--- src/core/cprs_pkg.sv ---
// package of constants and carriers for the cpu register set
// Functional notes
// - eight-bit accumulator holds operands and results; reset leaves it alone.
// - eight-bit index register for indexed addresses; reset leaves it alone.
// - sixteen-bit program counter advances by one per fetched byte.
// - jumps, calls and interrupt entry load the counter with target.
// - stack pointer goes to top of page on reset and reload instruction.
// - push decrements stack pointer, pull increments, pointing at next free.
// - stack address forces upper ten bits to fixed pattern, six low bits.
// - stack limited to 64 bytes; overflow wraps silently, overwriting data.
// - subroutine call pushes two bytes, interrupt entry pushes five.
// - low counter byte pushed first then high and rest; pull reverses.
// - five-bit condition flags, four result flags and one interrupt mask.
// - reset changes only the interrupt mask, result flags stay.
// - 32K map; address bit 15 never affects selection.
// - mask set after reset; only clear-mask or a flag byte restored by return clears it.
// - interrupt entry sets mask after stacking, before vector; return restores.
package cprs_pkg;
  localparam logic [15:0] CPRS_SP_TOP = 16'h00ff;
  localparam logic [9:0] CPRS_SP_HIGH = 10'h003;
  localparam int CPRS_SP_BITS = 6;
  localparam int CPRS_CALL_BYTES = 2;
  localparam int CPRS_INT_BYTES = 5;
  localparam logic [14:0] CPRS_ADDR_MASK = 15'h7fff;
  // condition flag bit positions
  localparam int CPRS_F_C = 0;
  localparam int CPRS_F_Z = 1;
  localparam int CPRS_F_N = 2;
  localparam int CPRS_F_I = 3;
  localparam int CPRS_F_H = 4;
  // register port offsets
  localparam logic [3:0] CPRS_OFS_ACC = 4'h0;
  localparam logic [3:0] CPRS_OFS_IDX = 4'h1;
  localparam logic [3:0] CPRS_OFS_PCL = 4'h2;
  localparam logic [3:0] CPRS_OFS_PCH = 4'h3;
  localparam logic [3:0] CPRS_OFS_SP = 4'h4;
  localparam logic [3:0] CPRS_OFS_CCR = 4'h5;
  localparam logic [3:0] CPRS_OFS_STAT = 4'h6;
  // core command codes
  typedef enum logic [3:0] {
    CPRS_OP_NONE = 4'h0,
    CPRS_OP_FETCH = 4'h1,
    CPRS_OP_JUMP = 4'h2,
    CPRS_OP_CALL = 4'h3,
    CPRS_OP_RTS = 4'h4,
    CPRS_OP_INT = 4'h5,
    CPRS_OP_RTI = 4'h6,
    CPRS_OP_RSP = 4'h7,
    CPRS_OP_CLI = 4'h8,
    CPRS_OP_SEI = 4'h9,
    CPRS_OP_FLAGS = 4'ha
  } cprs_op_t;
  // command from the sequencer
  typedef struct packed {
    cprs_op_t op;
    logic [15:0] target;
    logic [3:0] flags;
  } cprs_cmd_t;
  // memory request toward the bus
  typedef struct packed {
    logic valid;
    logic write;
    logic [14:0] addr;
    logic [7:0] wdata;
  } cprs_mem_t;
endpackage

--- src/core/cprs_stack_addr.sv ---
// stack address former for the cpu register set
`timescale 1ns/100ps
`default_nettype none
module cprs_stack_addr
  import cprs_pkg::*;
(
  // stack pointer in
  input wire logic [15:0] sp,
  // bus address out
  output logic [14:0] addr
);
  logic [15:0] full;
  // fixed high pattern joined to six low bits
  assign full = {CPRS_SP_HIGH, sp[CPRS_SP_BITS-1:0]};
  assign addr = full[14:0] & CPRS_ADDR_MASK;
endmodule
`default_nettype wire

--- src/core/cprs_regset.sv ---
// cpu programmer register set with stacking sequencer
`timescale 1ns/100ps
`default_nettype none
module cprs_regset
  import cprs_pkg::*;
(
  // clock and reset
  input wire logic mclk,
  input wire logic rst_n,
  // core command
  input wire cprs_cmd_t cmd,
  input wire logic cmd_valid,
  output logic cmd_ready,
  // memory side
  output cprs_mem_t mem,
  input wire logic [7:0] mem_rdata,
  // register port
  input wire logic [3:0] reg_addr,
  input wire logic [7:0] reg_wdata,
  input wire logic reg_wr,
  input wire logic reg_rd,
  output logic [7:0] reg_rdata,
  // register views
  output logic [15:0] pc_out,
  output logic [4:0] ccr_out
);
  typedef enum logic [3:0] {
    ST_IDLE = 4'b0001,
    ST_PUSH = 4'b0010,
    ST_PULL = 4'b0100,
    ST_DONE = 4'b1000
  } cprs_st_t;

  typedef struct packed {
    cprs_st_t st;
    logic [7:0] acc;
    logic [7:0] idx;
    logic [15:0] pc;
    logic [15:0] sp;
    logic [4:0] condition_flags;
    logic [2:0] cnt;
    logic [2:0] total;
    logic is_int;
    logic [15:0] target;
    logic pull_wait;
    cprs_mem_t mem;
    logic [7:0] rdata;
  } cprs_state_t;

  cprs_state_t s_reg;
  cprs_state_t s_next;
  logic [14:0] sp_addr;

  cprs_stack_addr u_sa (
    .sp(s_reg.sp),
    .addr(sp_addr)
  );

  // byte pushed at step n: low pc, high pc, idx, acc, ccr
  function automatic logic [7:0] push_byte(input cprs_state_t s,
                                           input logic [2:0] n);
    case (n)
      3'h0: push_byte = s.pc[7:0];
      3'h1: push_byte = s.pc[15:8];
      3'h2: push_byte = s.idx;
      3'h3: push_byte = s.acc;
      3'h4: push_byte = {3'h0, s.condition_flags};
      default: push_byte = 8'h00;
    endcase
  endfunction

  // register read decode
  function automatic logic [7:0] rd_mux(input cprs_state_t s,
                                        input logic [3:0] a);
    case (a)
      CPRS_OFS_ACC: rd_mux = s.acc;
      CPRS_OFS_IDX: rd_mux = s.idx;
      CPRS_OFS_PCL: rd_mux = s.pc[7:0];
      CPRS_OFS_PCH: rd_mux = s.pc[15:8];
      CPRS_OFS_SP: rd_mux = s.sp[7:0];
      CPRS_OFS_CCR: rd_mux = {3'h0, s.condition_flags};
      CPRS_OFS_STAT: rd_mux = {4'h0, s.st};
      default: rd_mux = 8'h00;
    endcase
  endfunction

  // stack pointer step, wraps in 64-byte page
  function automatic logic [15:0] sp_step(input logic [15:0] sp,
                                          input logic up);
    logic [5:0] lo;
    lo = up ? sp[5:0] + 6'h01 : sp[5:0] - 6'h01;
    sp_step = {CPRS_SP_HIGH, lo};
  endfunction

  assign cmd_ready = (s_reg.st == ST_IDLE);
  assign mem = s_reg.mem;
  assign reg_rdata = s_reg.rdata;
  assign pc_out = s_reg.pc;
  assign ccr_out = s_reg.condition_flags;

  // next state
  always_comb begin
    s_next = s_reg;
    s_next.mem = '0;
    s_next.rdata = 8'h00;
    if (reg_rd) begin
      s_next.rdata = rd_mux(s_reg, reg_addr);
    end
    case (s_reg.st)
      ST_IDLE: begin
        if (reg_wr) begin
          case (reg_addr)
            CPRS_OFS_ACC: s_next.acc = reg_wdata;
            CPRS_OFS_IDX: s_next.idx = reg_wdata;
            CPRS_OFS_PCL: s_next.pc[7:0] = reg_wdata;
            CPRS_OFS_PCH: s_next.pc[15:8] = reg_wdata;
            CPRS_OFS_SP: s_next.sp = {CPRS_SP_HIGH, reg_wdata[5:0]};
            CPRS_OFS_CCR: begin
              // software sets the flags; the mask only moves by command
              s_next.condition_flags = reg_wdata[4:0];
              s_next.condition_flags[CPRS_F_I] = s_reg.condition_flags[CPRS_F_I];
            end
            default: s_next.rdata = s_next.rdata;
          endcase
        end
        if (cmd_valid) begin
          case (cmd.op)
            CPRS_OP_FETCH: s_next.pc = s_reg.pc + 16'h0001;
            CPRS_OP_JUMP: s_next.pc = cmd.target;
            CPRS_OP_RSP: s_next.sp = CPRS_SP_TOP;
            CPRS_OP_CLI: s_next.condition_flags[CPRS_F_I] = 1'b0;
            CPRS_OP_SEI: s_next.condition_flags[CPRS_F_I] = 1'b1;
            CPRS_OP_FLAGS: begin
              s_next.condition_flags[CPRS_F_C] = cmd.flags[0];
              s_next.condition_flags[CPRS_F_Z] = cmd.flags[1];
              s_next.condition_flags[CPRS_F_N] = cmd.flags[2];
              s_next.condition_flags[CPRS_F_H] = cmd.flags[3];
            end
            CPRS_OP_CALL, CPRS_OP_INT: begin
              s_next.st = ST_PUSH;
              s_next.cnt = 3'h0;
              s_next.is_int = (cmd.op == CPRS_OP_INT);
              s_next.total = (cmd.op == CPRS_OP_INT) ?
                3'(CPRS_INT_BYTES) : 3'(CPRS_CALL_BYTES);
              s_next.target = cmd.target;
            end
            CPRS_OP_RTS, CPRS_OP_RTI: begin
              s_next.st = ST_PULL;
              s_next.is_int = (cmd.op == CPRS_OP_RTI);
              s_next.total = (cmd.op == CPRS_OP_RTI) ?
                3'(CPRS_INT_BYTES) : 3'(CPRS_CALL_BYTES);
              s_next.cnt = s_next.total - 3'h1;
              s_next.pull_wait = 1'b0;
            end
            default: s_next.st = ST_IDLE;
          endcase
        end
      end
      ST_PUSH: begin
        // write at sp, then step down
        s_next.mem.valid = 1'b1;
        s_next.mem.write = 1'b1;
        s_next.mem.addr = sp_addr;
        s_next.mem.wdata = push_byte(s_reg, s_reg.cnt);
        s_next.sp = sp_step(s_reg.sp, 1'b0);
        s_next.cnt = s_reg.cnt + 3'h1;
        if (s_reg.cnt == s_reg.total - 3'h1) begin
          s_next.st = ST_DONE;
          if (s_reg.is_int) begin
            s_next.condition_flags[CPRS_F_I] = 1'b1;
          end
        end
      end
      ST_PULL: begin
        // pre-increment, read, capture next cycle
        if (!s_reg.pull_wait) begin
          s_next.sp = sp_step(s_reg.sp, 1'b1);
          s_next.pull_wait = 1'b1;
        end else begin
          s_next.mem.valid = 1'b1;
          s_next.mem.addr = sp_addr;
          s_next.pull_wait = 1'b0;
          s_next.st = ST_DONE;
          s_next.target = {8'h00, 8'h00};
        end
      end
      ST_DONE: begin
        if (s_reg.mem.valid && !s_reg.mem.write) begin
          // pulled byte arrives; reverse order of pushes
          case (s_reg.cnt)
            3'h4: s_next.condition_flags = mem_rdata[4:0];
            3'h3: s_next.acc = mem_rdata;
            3'h2: s_next.idx = mem_rdata;
            3'h1: s_next.pc[15:8] = mem_rdata;
            default: s_next.pc[7:0] = mem_rdata;
          endcase
          if (s_reg.cnt == 3'h0) begin
            s_next.st = ST_IDLE;
          end else begin
            s_next.cnt = s_reg.cnt - 3'h1;
            s_next.st = ST_PULL;
          end
        end else begin
          s_next.pc = s_reg.target;
          s_next.st = ST_IDLE;
        end
      end
      default: s_next.st = ST_IDLE;
    endcase
  end

  // state register; reset touches only sp, mask, pc and control
  always_ff @(posedge mclk) begin
    s_reg <= s_next;
    if (!rst_n) begin
      s_reg.st <= ST_IDLE;
      s_reg.sp <= CPRS_SP_TOP;
      s_reg.condition_flags[CPRS_F_I] <= 1'b1;
      s_reg.cnt <= 3'h0;
      s_reg.total <= 3'h0;
      s_reg.is_int <= 1'b0;
      s_reg.pull_wait <= 1'b0;
      s_reg.mem <= '0;
      s_reg.rdata <= 8'h00;
      s_reg.pc <= 16'h0000;
      s_reg.target <= 16'h0000;
    end
  end

  // checks
  property p_reset_sp;
    @(posedge mclk) !rst_n |=> s_reg.sp == CPRS_SP_TOP;
  endproperty
  a_reset_sp: assert property (p_reset_sp) else $error("sp not top");

  property p_reset_mask;
    @(posedge mclk) !rst_n |=> s_reg.condition_flags[CPRS_F_I];
  endproperty
  a_reset_mask: assert property (p_reset_mask) else $error("mask clr");

  // first reset edge after running: result flags kept
  property p_reset_flags;
    @(posedge mclk) !rst_n && $past(rst_n)
      |=> s_reg.condition_flags[2:0] == $past(s_reg.condition_flags[2:0]) &&
      s_reg.condition_flags[CPRS_F_H] == $past(s_reg.condition_flags[CPRS_F_H]);
  endproperty
  a_reset_flags: assert property (p_reset_flags)
    else $error("flags hit");

  property p_reset_acc;
    @(posedge mclk) !rst_n && $past(rst_n)
      |=> s_reg.acc == $past(s_reg.acc) &&
      s_reg.idx == $past(s_reg.idx);
  endproperty
  a_reset_acc: assert property (p_reset_acc) else $error("acc hit");

  property p_fetch;
    @(posedge mclk) disable iff (!rst_n)
      cmd_valid && cmd_ready && cmd.op == CPRS_OP_FETCH && !reg_wr
      |=> s_reg.pc == $past(s_reg.pc) + 16'h0001;
  endproperty
  a_fetch: assert property (p_fetch) else $error("pc no step");

  property p_jump;
    @(posedge mclk) disable iff (!rst_n)
      cmd_valid && cmd_ready && cmd.op == CPRS_OP_JUMP
      |=> s_reg.pc == $past(cmd.target);
  endproperty
  a_jump: assert property (p_jump) else $error("jump lost");

  property p_sp_page;
    @(posedge mclk) disable iff (!rst_n) s_reg.sp[15:6] == CPRS_SP_HIGH;
  endproperty
  a_sp_page: assert property (p_sp_page) else $error("sp off page");

  property p_call_bytes;
    @(posedge mclk) disable iff (!rst_n)
      cmd_valid && cmd_ready && cmd.op == CPRS_OP_CALL && !reg_wr
      |=> ##2 s_reg.sp[5:0] == $past(s_reg.sp[5:0], 3) - 6'h02;
  endproperty
  a_call_bytes: assert property (p_call_bytes) else $error("call");

  property p_int_mask;
    @(posedge mclk) disable iff (!rst_n)
      cmd_valid && cmd_ready && cmd.op == CPRS_OP_INT
      |=> !mem.valid ##1 mem.valid [*5] ##0 s_reg.condition_flags[CPRS_F_I];
  endproperty
  a_int_mask: assert property (p_int_mask) else $error("int mask");

  property p_first_low;
    @(posedge mclk) disable iff (!rst_n)
      cmd_valid && cmd_ready && cmd.op == CPRS_OP_CALL
      |=> ##1 mem.wdata == $past(s_reg.pc[7:0], 2);
  endproperty
  a_first_low: assert property (p_first_low) else $error("order");

  // reload instruction puts the pointer back on top
  property p_rsp;
    @(posedge mclk) disable iff (!rst_n)
      cmd_valid && cmd_ready && cmd.op == CPRS_OP_RSP
      |=> s_reg.sp == CPRS_SP_TOP;
  endproperty
  a_rsp: assert property (p_rsp) else $error("rsp lost");

  // each push steps the pointer down by one
  property p_push_step;
    @(posedge mclk) disable iff (!rst_n)
      s_reg.st == ST_PUSH |=> s_reg.sp[5:0] == $past(s_reg.sp[5:0]) - 6'h01;
  endproperty
  a_push_step: assert property (p_push_step) else $error("push step");

  // each pull steps the pointer up by one before the read
  property p_pull_step;
    @(posedge mclk) disable iff (!rst_n)
      s_reg.st == ST_PULL && !s_reg.pull_wait
      |=> s_reg.sp[5:0] == $past(s_reg.sp[5:0]) + 6'h01;
  endproperty
  a_pull_step: assert property (p_pull_step) else $error("pull step");

  // every stack access lands in the fixed page
  property p_stack_addr;
    @(posedge mclk) disable iff (!rst_n)
      mem.valid |-> mem.addr[14:6] == CPRS_SP_HIGH[8:0];
  endproperty
  a_stack_addr: assert property (p_stack_addr) else $error("stk addr");

  // mask falls only by clear command or by a restored flag byte
  property p_mask_fall;
    @(posedge mclk) disable iff (!rst_n)
      $fell(s_reg.condition_flags[CPRS_F_I])
      |-> $past(cmd_valid && cmd_ready && cmd.op == CPRS_OP_CLI) ||
      $past(s_reg.st == ST_DONE && s_reg.mem.valid && !s_reg.mem.write &&
      s_reg.cnt == 3'h4);
  endproperty
  a_mask_fall: assert property (p_mask_fall) else $error("mask fell");

  // call ends with the target loaded and the sequencer free
  property p_call_done;
    @(posedge mclk) disable iff (!rst_n)
      cmd_valid && cmd_ready && cmd.op == CPRS_OP_CALL && !reg_wr
      |=> ##3 s_reg.pc == $past(cmd.target, 4) && cmd_ready;
  endproperty
  a_call_done: assert property (p_call_done) else $error("call end");

  c_call: cover property (@(posedge mclk) cmd_valid && cmd.op == CPRS_OP_CALL);
  c_int: cover property (@(posedge mclk) cmd_valid && cmd.op == CPRS_OP_INT);
  c_rti: cover property (@(posedge mclk) cmd_valid && cmd.op == CPRS_OP_RTI);
  c_rsp: cover property (@(posedge mclk) cmd_valid && cmd.op == CPRS_OP_RSP);
  c_wrap: cover property (@(posedge mclk) s_reg.sp[5:0] == 6'h3f &&
    $past(s_reg.sp[5:0]) == 6'h00);
endmodule
`default_nettype wire

--- config.mk ---
export PLATFORM = sky130hd
export DESIGN_NAME = cprs_regset
export DESIGN_NICKNAME = d
export VERILOG_FILES = /design/src/core/cprs_pkg.sv /design/src/core/cprs_stack_addr.sv /design/src/core/cprs_regset.sv
export SDC_FILE = /design/constraint.sdc
export NUM_CORES = 1
export LEC_CHECK = 0
export BUFFER_PORTS_ARGS = -buffer_cell sky130_fd_sc_hd__buf_2
export CAP_MARGIN = 20
export CORE_UTILIZATION = 40
export CTS_CLUSTER_SIZE = 8
export DETAILED_ROUTE_END_ITERATION = 16
export SLEW_MARGIN = 20
export SYNTH_ARGS = -nofsm -noshare
export SYNTH_HDL_FRONTEND = slang
export SYNTH_HIERARCHICAL = 1
export SYNTH_SLANG_ARGS = --single-unit
export TNS_END_PERCENT = 10
--- constraint.sdc ---
create_clock -name mclk -period 3.6 [get_ports mclk]
set_input_delay 0.54 -clock mclk [delete_from_list [all_inputs] [get_ports mclk]]
set_output_delay 0.54 -clock mclk [all_outputs]
set_load 0.02 [all_outputs]
After elaboration in Yosys (flattened, before gate mapping) --
Cells that the tools add are included.
Cells by class: eq/ne operators 44, add/subtract/negate cells 7, reduce and logical (&&, ||, !) cells 27, multiplexer cells 53
Operator list (number):
- 16-bit 2-to-1 mux | 7
- 8-bit 2-to-1 mux | 10
- 32-bit case mux with 2 select lines | 1
- 61-bit 2-to-1 mux | 1
- 8-bit case mux with 7 select lines | 1
- 53-bit 2-to-1 mux | 1
- 16-bit case mux with 3 select lines | 1
- 8-bit case mux with 5 select lines | 1
- 17-bit case mux with 2 select lines | 1
- 4-bit by 3-bit == test with 1-bit output, second input constant | 8
- 16-bit case mux with 2 select lines | 1
- 15-bit case mux with 2 select lines | 1
- 4-bit by 2-bit == test with 1-bit output, second input constant | 5
- 5-bit AND reduction | 4
- 3-bit 2-to-1 mux | 6
- 16-bit by 1-bit adder with 16-bit output, second input constant | 1
- 4-bit == test, second input constant | 4
- 2-bit by 1-bit inequality test with 1-bit output, second input constant | 8
- 2-bit inequality test, second input constant | 8
- 4-bit case mux with 4 select lines | 1
- 7-bit case mux with 2 select lines | 1
- 4-bit by 1-bit == test with 1-bit output, second input constant | 3
- 4-bit 2-to-1 mux | 3
- 4-bit case mux with 3 select lines | 1
- 29 further kinds | 52
Storage, ports and cells: output and inout bits 55, word-level logic and storage cells 149, input bits 49, register bits 114

Depth between registers and ports, before layout --
depth after elaboration 6, mapped depth 10, gate-level depth less buffers 8

By module --
The synthesis kept the hierarchy.
By module, submodules not included:
- cprs_regset | area each 6886.6 um^2, cells each 786, times used 1
- cprs_stack_addr | area each 120.1 um^2, cells each 17, times used 1

Worst setup path before layout --
Ideal clock, no wire load.
path kind input to register, start input reg_addr[0], end register s_reg[102] (netlist name), enable pin, stages on the path 4, path buffers 2, setup slack 0.945 ns, data arrival time 2.269 ns, data required time 3.214 ns, cells stage by stage buf_1 > buf_2 > or4bb_1 > a211oi_1
On the way: cells in the longest elaborated chain, start to end 3
Ends and longest elaborated chain:
- from (decl) | line cprs_regset.sv:18 | input wire logic [3:0] reg_addr,
- 4-bit zero test | line cprs_regset.sv:112 | case (reg_addr)
- 2-bit by 1-bit inequality test with 1-bit output (no source line)
- 5-bit AND reduction (no source line)
- to (signal assigned) | line cprs_regset.sv:214 | s_reg <= s_next;
- to (decl) | line cprs_regset.sv:50 | cprs_state_t s_reg;
No other way between the ends. A chain may end at the register's enable or synchronous reset.

Worst setup path after layout --
start register s_reg[110] (netlist name), end output cmd_ready
On the way: cells in the longest elaborated chain, start to end 1
Ends and longest elaborated chain:
- 4-bit by 1-bit == test with 1-bit output | line cprs_regset.sv:95 | assign cmd_ready = (s_reg.st == ST_IDLE);
- to (decl) | line cprs_regset.sv:13 | output logic cmd_ready,
No other way between the ends.

==> run metrics <==
Worst EP required 3.06 ns; Die W 132 um; run status finished clean; CTS tree yes; Total Routed Length 21.3 mm; CTS Root Cell clkbuf_16; PD cells 540 nW/um2; crit-path cells or4b_1 > clkinv_2 > buf_2; number of I/O pins 104; clock latency on the worst-skew pair roughly 0.37 ns; Total Power 3.89 mW; Avg WL per Cell 21.1 um; clock tree buffer depth 2; Slowest cell on crit path or4b_1; worst r2r src s_reg[110]$_SDFFE_PN1P_; Detailed Route Iter0 Violations 866; Initial Utilization 41.0%; fill count 1715; HP Class flop to flop; crit start category flop; # port buffers 103; Syn. warnings 6; critical path endpoint category output port; max incr delay on CP just under 0.8 ns; Mapped Cells 787; largest net degree at the start of global routing 33; fin worst setup slack about 0.7 ns; post-route ant nets 0; core box area 16600 um2; routed via count 6120; synthesized area 6800 um2; DRC 0; total gr overflow 0; average size of a mapped cell 8.64 um2; VDD IR max 319 uV; hpwl dp 15.7 mm; Nets roughly 840; GRT Overall Usage 24.3%; skew final 0.0128 ns; max reg flops 50; vias in the first global route 5505; global-route wire length before repair 32.6 mm; hold-fix buffer count after cts 0; n_diodes 0; routed vias/inst 6.06; clk slew on worst S/H paths 0.08 ns; placed inst area 6920 um2; RSZ-0062 raised after global routing false; Slew Limit Fails 0; H-tree levels 3; count of final setup violators 0; Pre-antenna DRT Iters 5; CP max FO 17; Multi-input gate area 3710 um2; Lkg Pwr ~2.7 nW; family with the most delay on the worst path simple AND/OR/NAND/NOR gates; Post-Place Setup Slack 0.853 ns; Buf/Inv on CP 2; Num CTS Buffers 9; CP Launch Point s_reg[110]$_SDFFE_PN1P_; Worst Setup Path Type flop to output port; initial antenna violation count 0; Final min period just under 3 ns; synth-to-layout area growth 6.02%; fraction of layout cells with a size suffix above 1 20.8%; Die Span Y 132 um; postcts setup bufs 0; GP Congestion 0.905; Max Fclk 0.345 GHz; Die Area 17500 um2; final std cell area, no fill between 7000 and 8000 um2; clk sink count 104; Final Hold Violating Endpoints 0; Slew @ Worst Pin 0.903 ns; # rows 47; post-cts sizing count 0; crit path DAT 2.36 ns; Seq. cell area 2280 um2; hold_ws between 0.4 and 0.5 ns; Slew Limit Headroom 39.8%; Setup TNS 0 ns; hold_sp s_reg[69]$_SDFFE_PN1P_; # Max-Cap Violations 0; Final period util 80.5%
==> report_power, final <==
group	switching, mW	internal, mW	total [mW]	leakage, nW
Sequential	0.300	1.38	1.68	0.874
Combinational	0.729	0.504	1.23	1.69
Clock	0.496	0.488	0.983	0.140
Total	1.53	2.37	3.89	2.71
==> path summary, 6_finish.rpt <==
check / to / slack (ns) / cells past startpoint
max: cmd_ready / 0.70 / 3
min: s_reg[69]$_SDFFE_PN1P_ / 0.45 / 1
max reg2reg: s_reg[38]$_SDFFE_PN0P_ / 0.84 / 6
min reg2reg: s_reg[69]$_SDFFE_PN1P_ / 0.45 / 1
==> metrics by stage <==
step	instances	utilization, %
final	1010	43.5
after global placement	994	41.7
after detailed placement	994	41.7
after CTS	1010	43.5
after floorplan	794	-
after global routing	1010	43.5
==> worst reg2reg max path, cell delays in order, from the launching register on <==
cell and delay, ns:
dfxtp_1 0.67, or4b_1 0.79, clkinv_2 0.31, nand4b_4 0.16, a21oi_4 0.43, nand4_1 0.15, a21oi_1 0.17
==> per-layer routing <==
metal / part of all wire, % / track usage (%) / up-vias
met3: 9.3 / 5.81 / 41
met2: 43 / 35.8 / 319
met4: 2.6 / 7.92 / 0
met1: 45 / 34.6 / 2907
met5: 0 / 0 / -
li1: - / - / 2853
==> area by class of cell <==
class                           count  area share (%)
Tap cell                          220            3.82
Timing Repair Buffer              116            8.51
Multi-Input combinational cell    545            51.5
Clock inverter                      6           0.851
Inverter                            9           0.486
Sequential cell                   104            31.7
Clock buffer                       10            3.18
==> cell usage in the layout (no fill, tap or decap), drive strengths merged, types with 14 or more instances in the layout <==
cell,n
buf,116
dfxtp,84
nand2,65
a21oi,47
nor2,41
nand3,35
nand4,26
mux2i,22
and2,20
edfxtp,20
a31oi,18
o21ai,17
nor3,16
a211oi,14
Power figures use the tool's default switching activity.
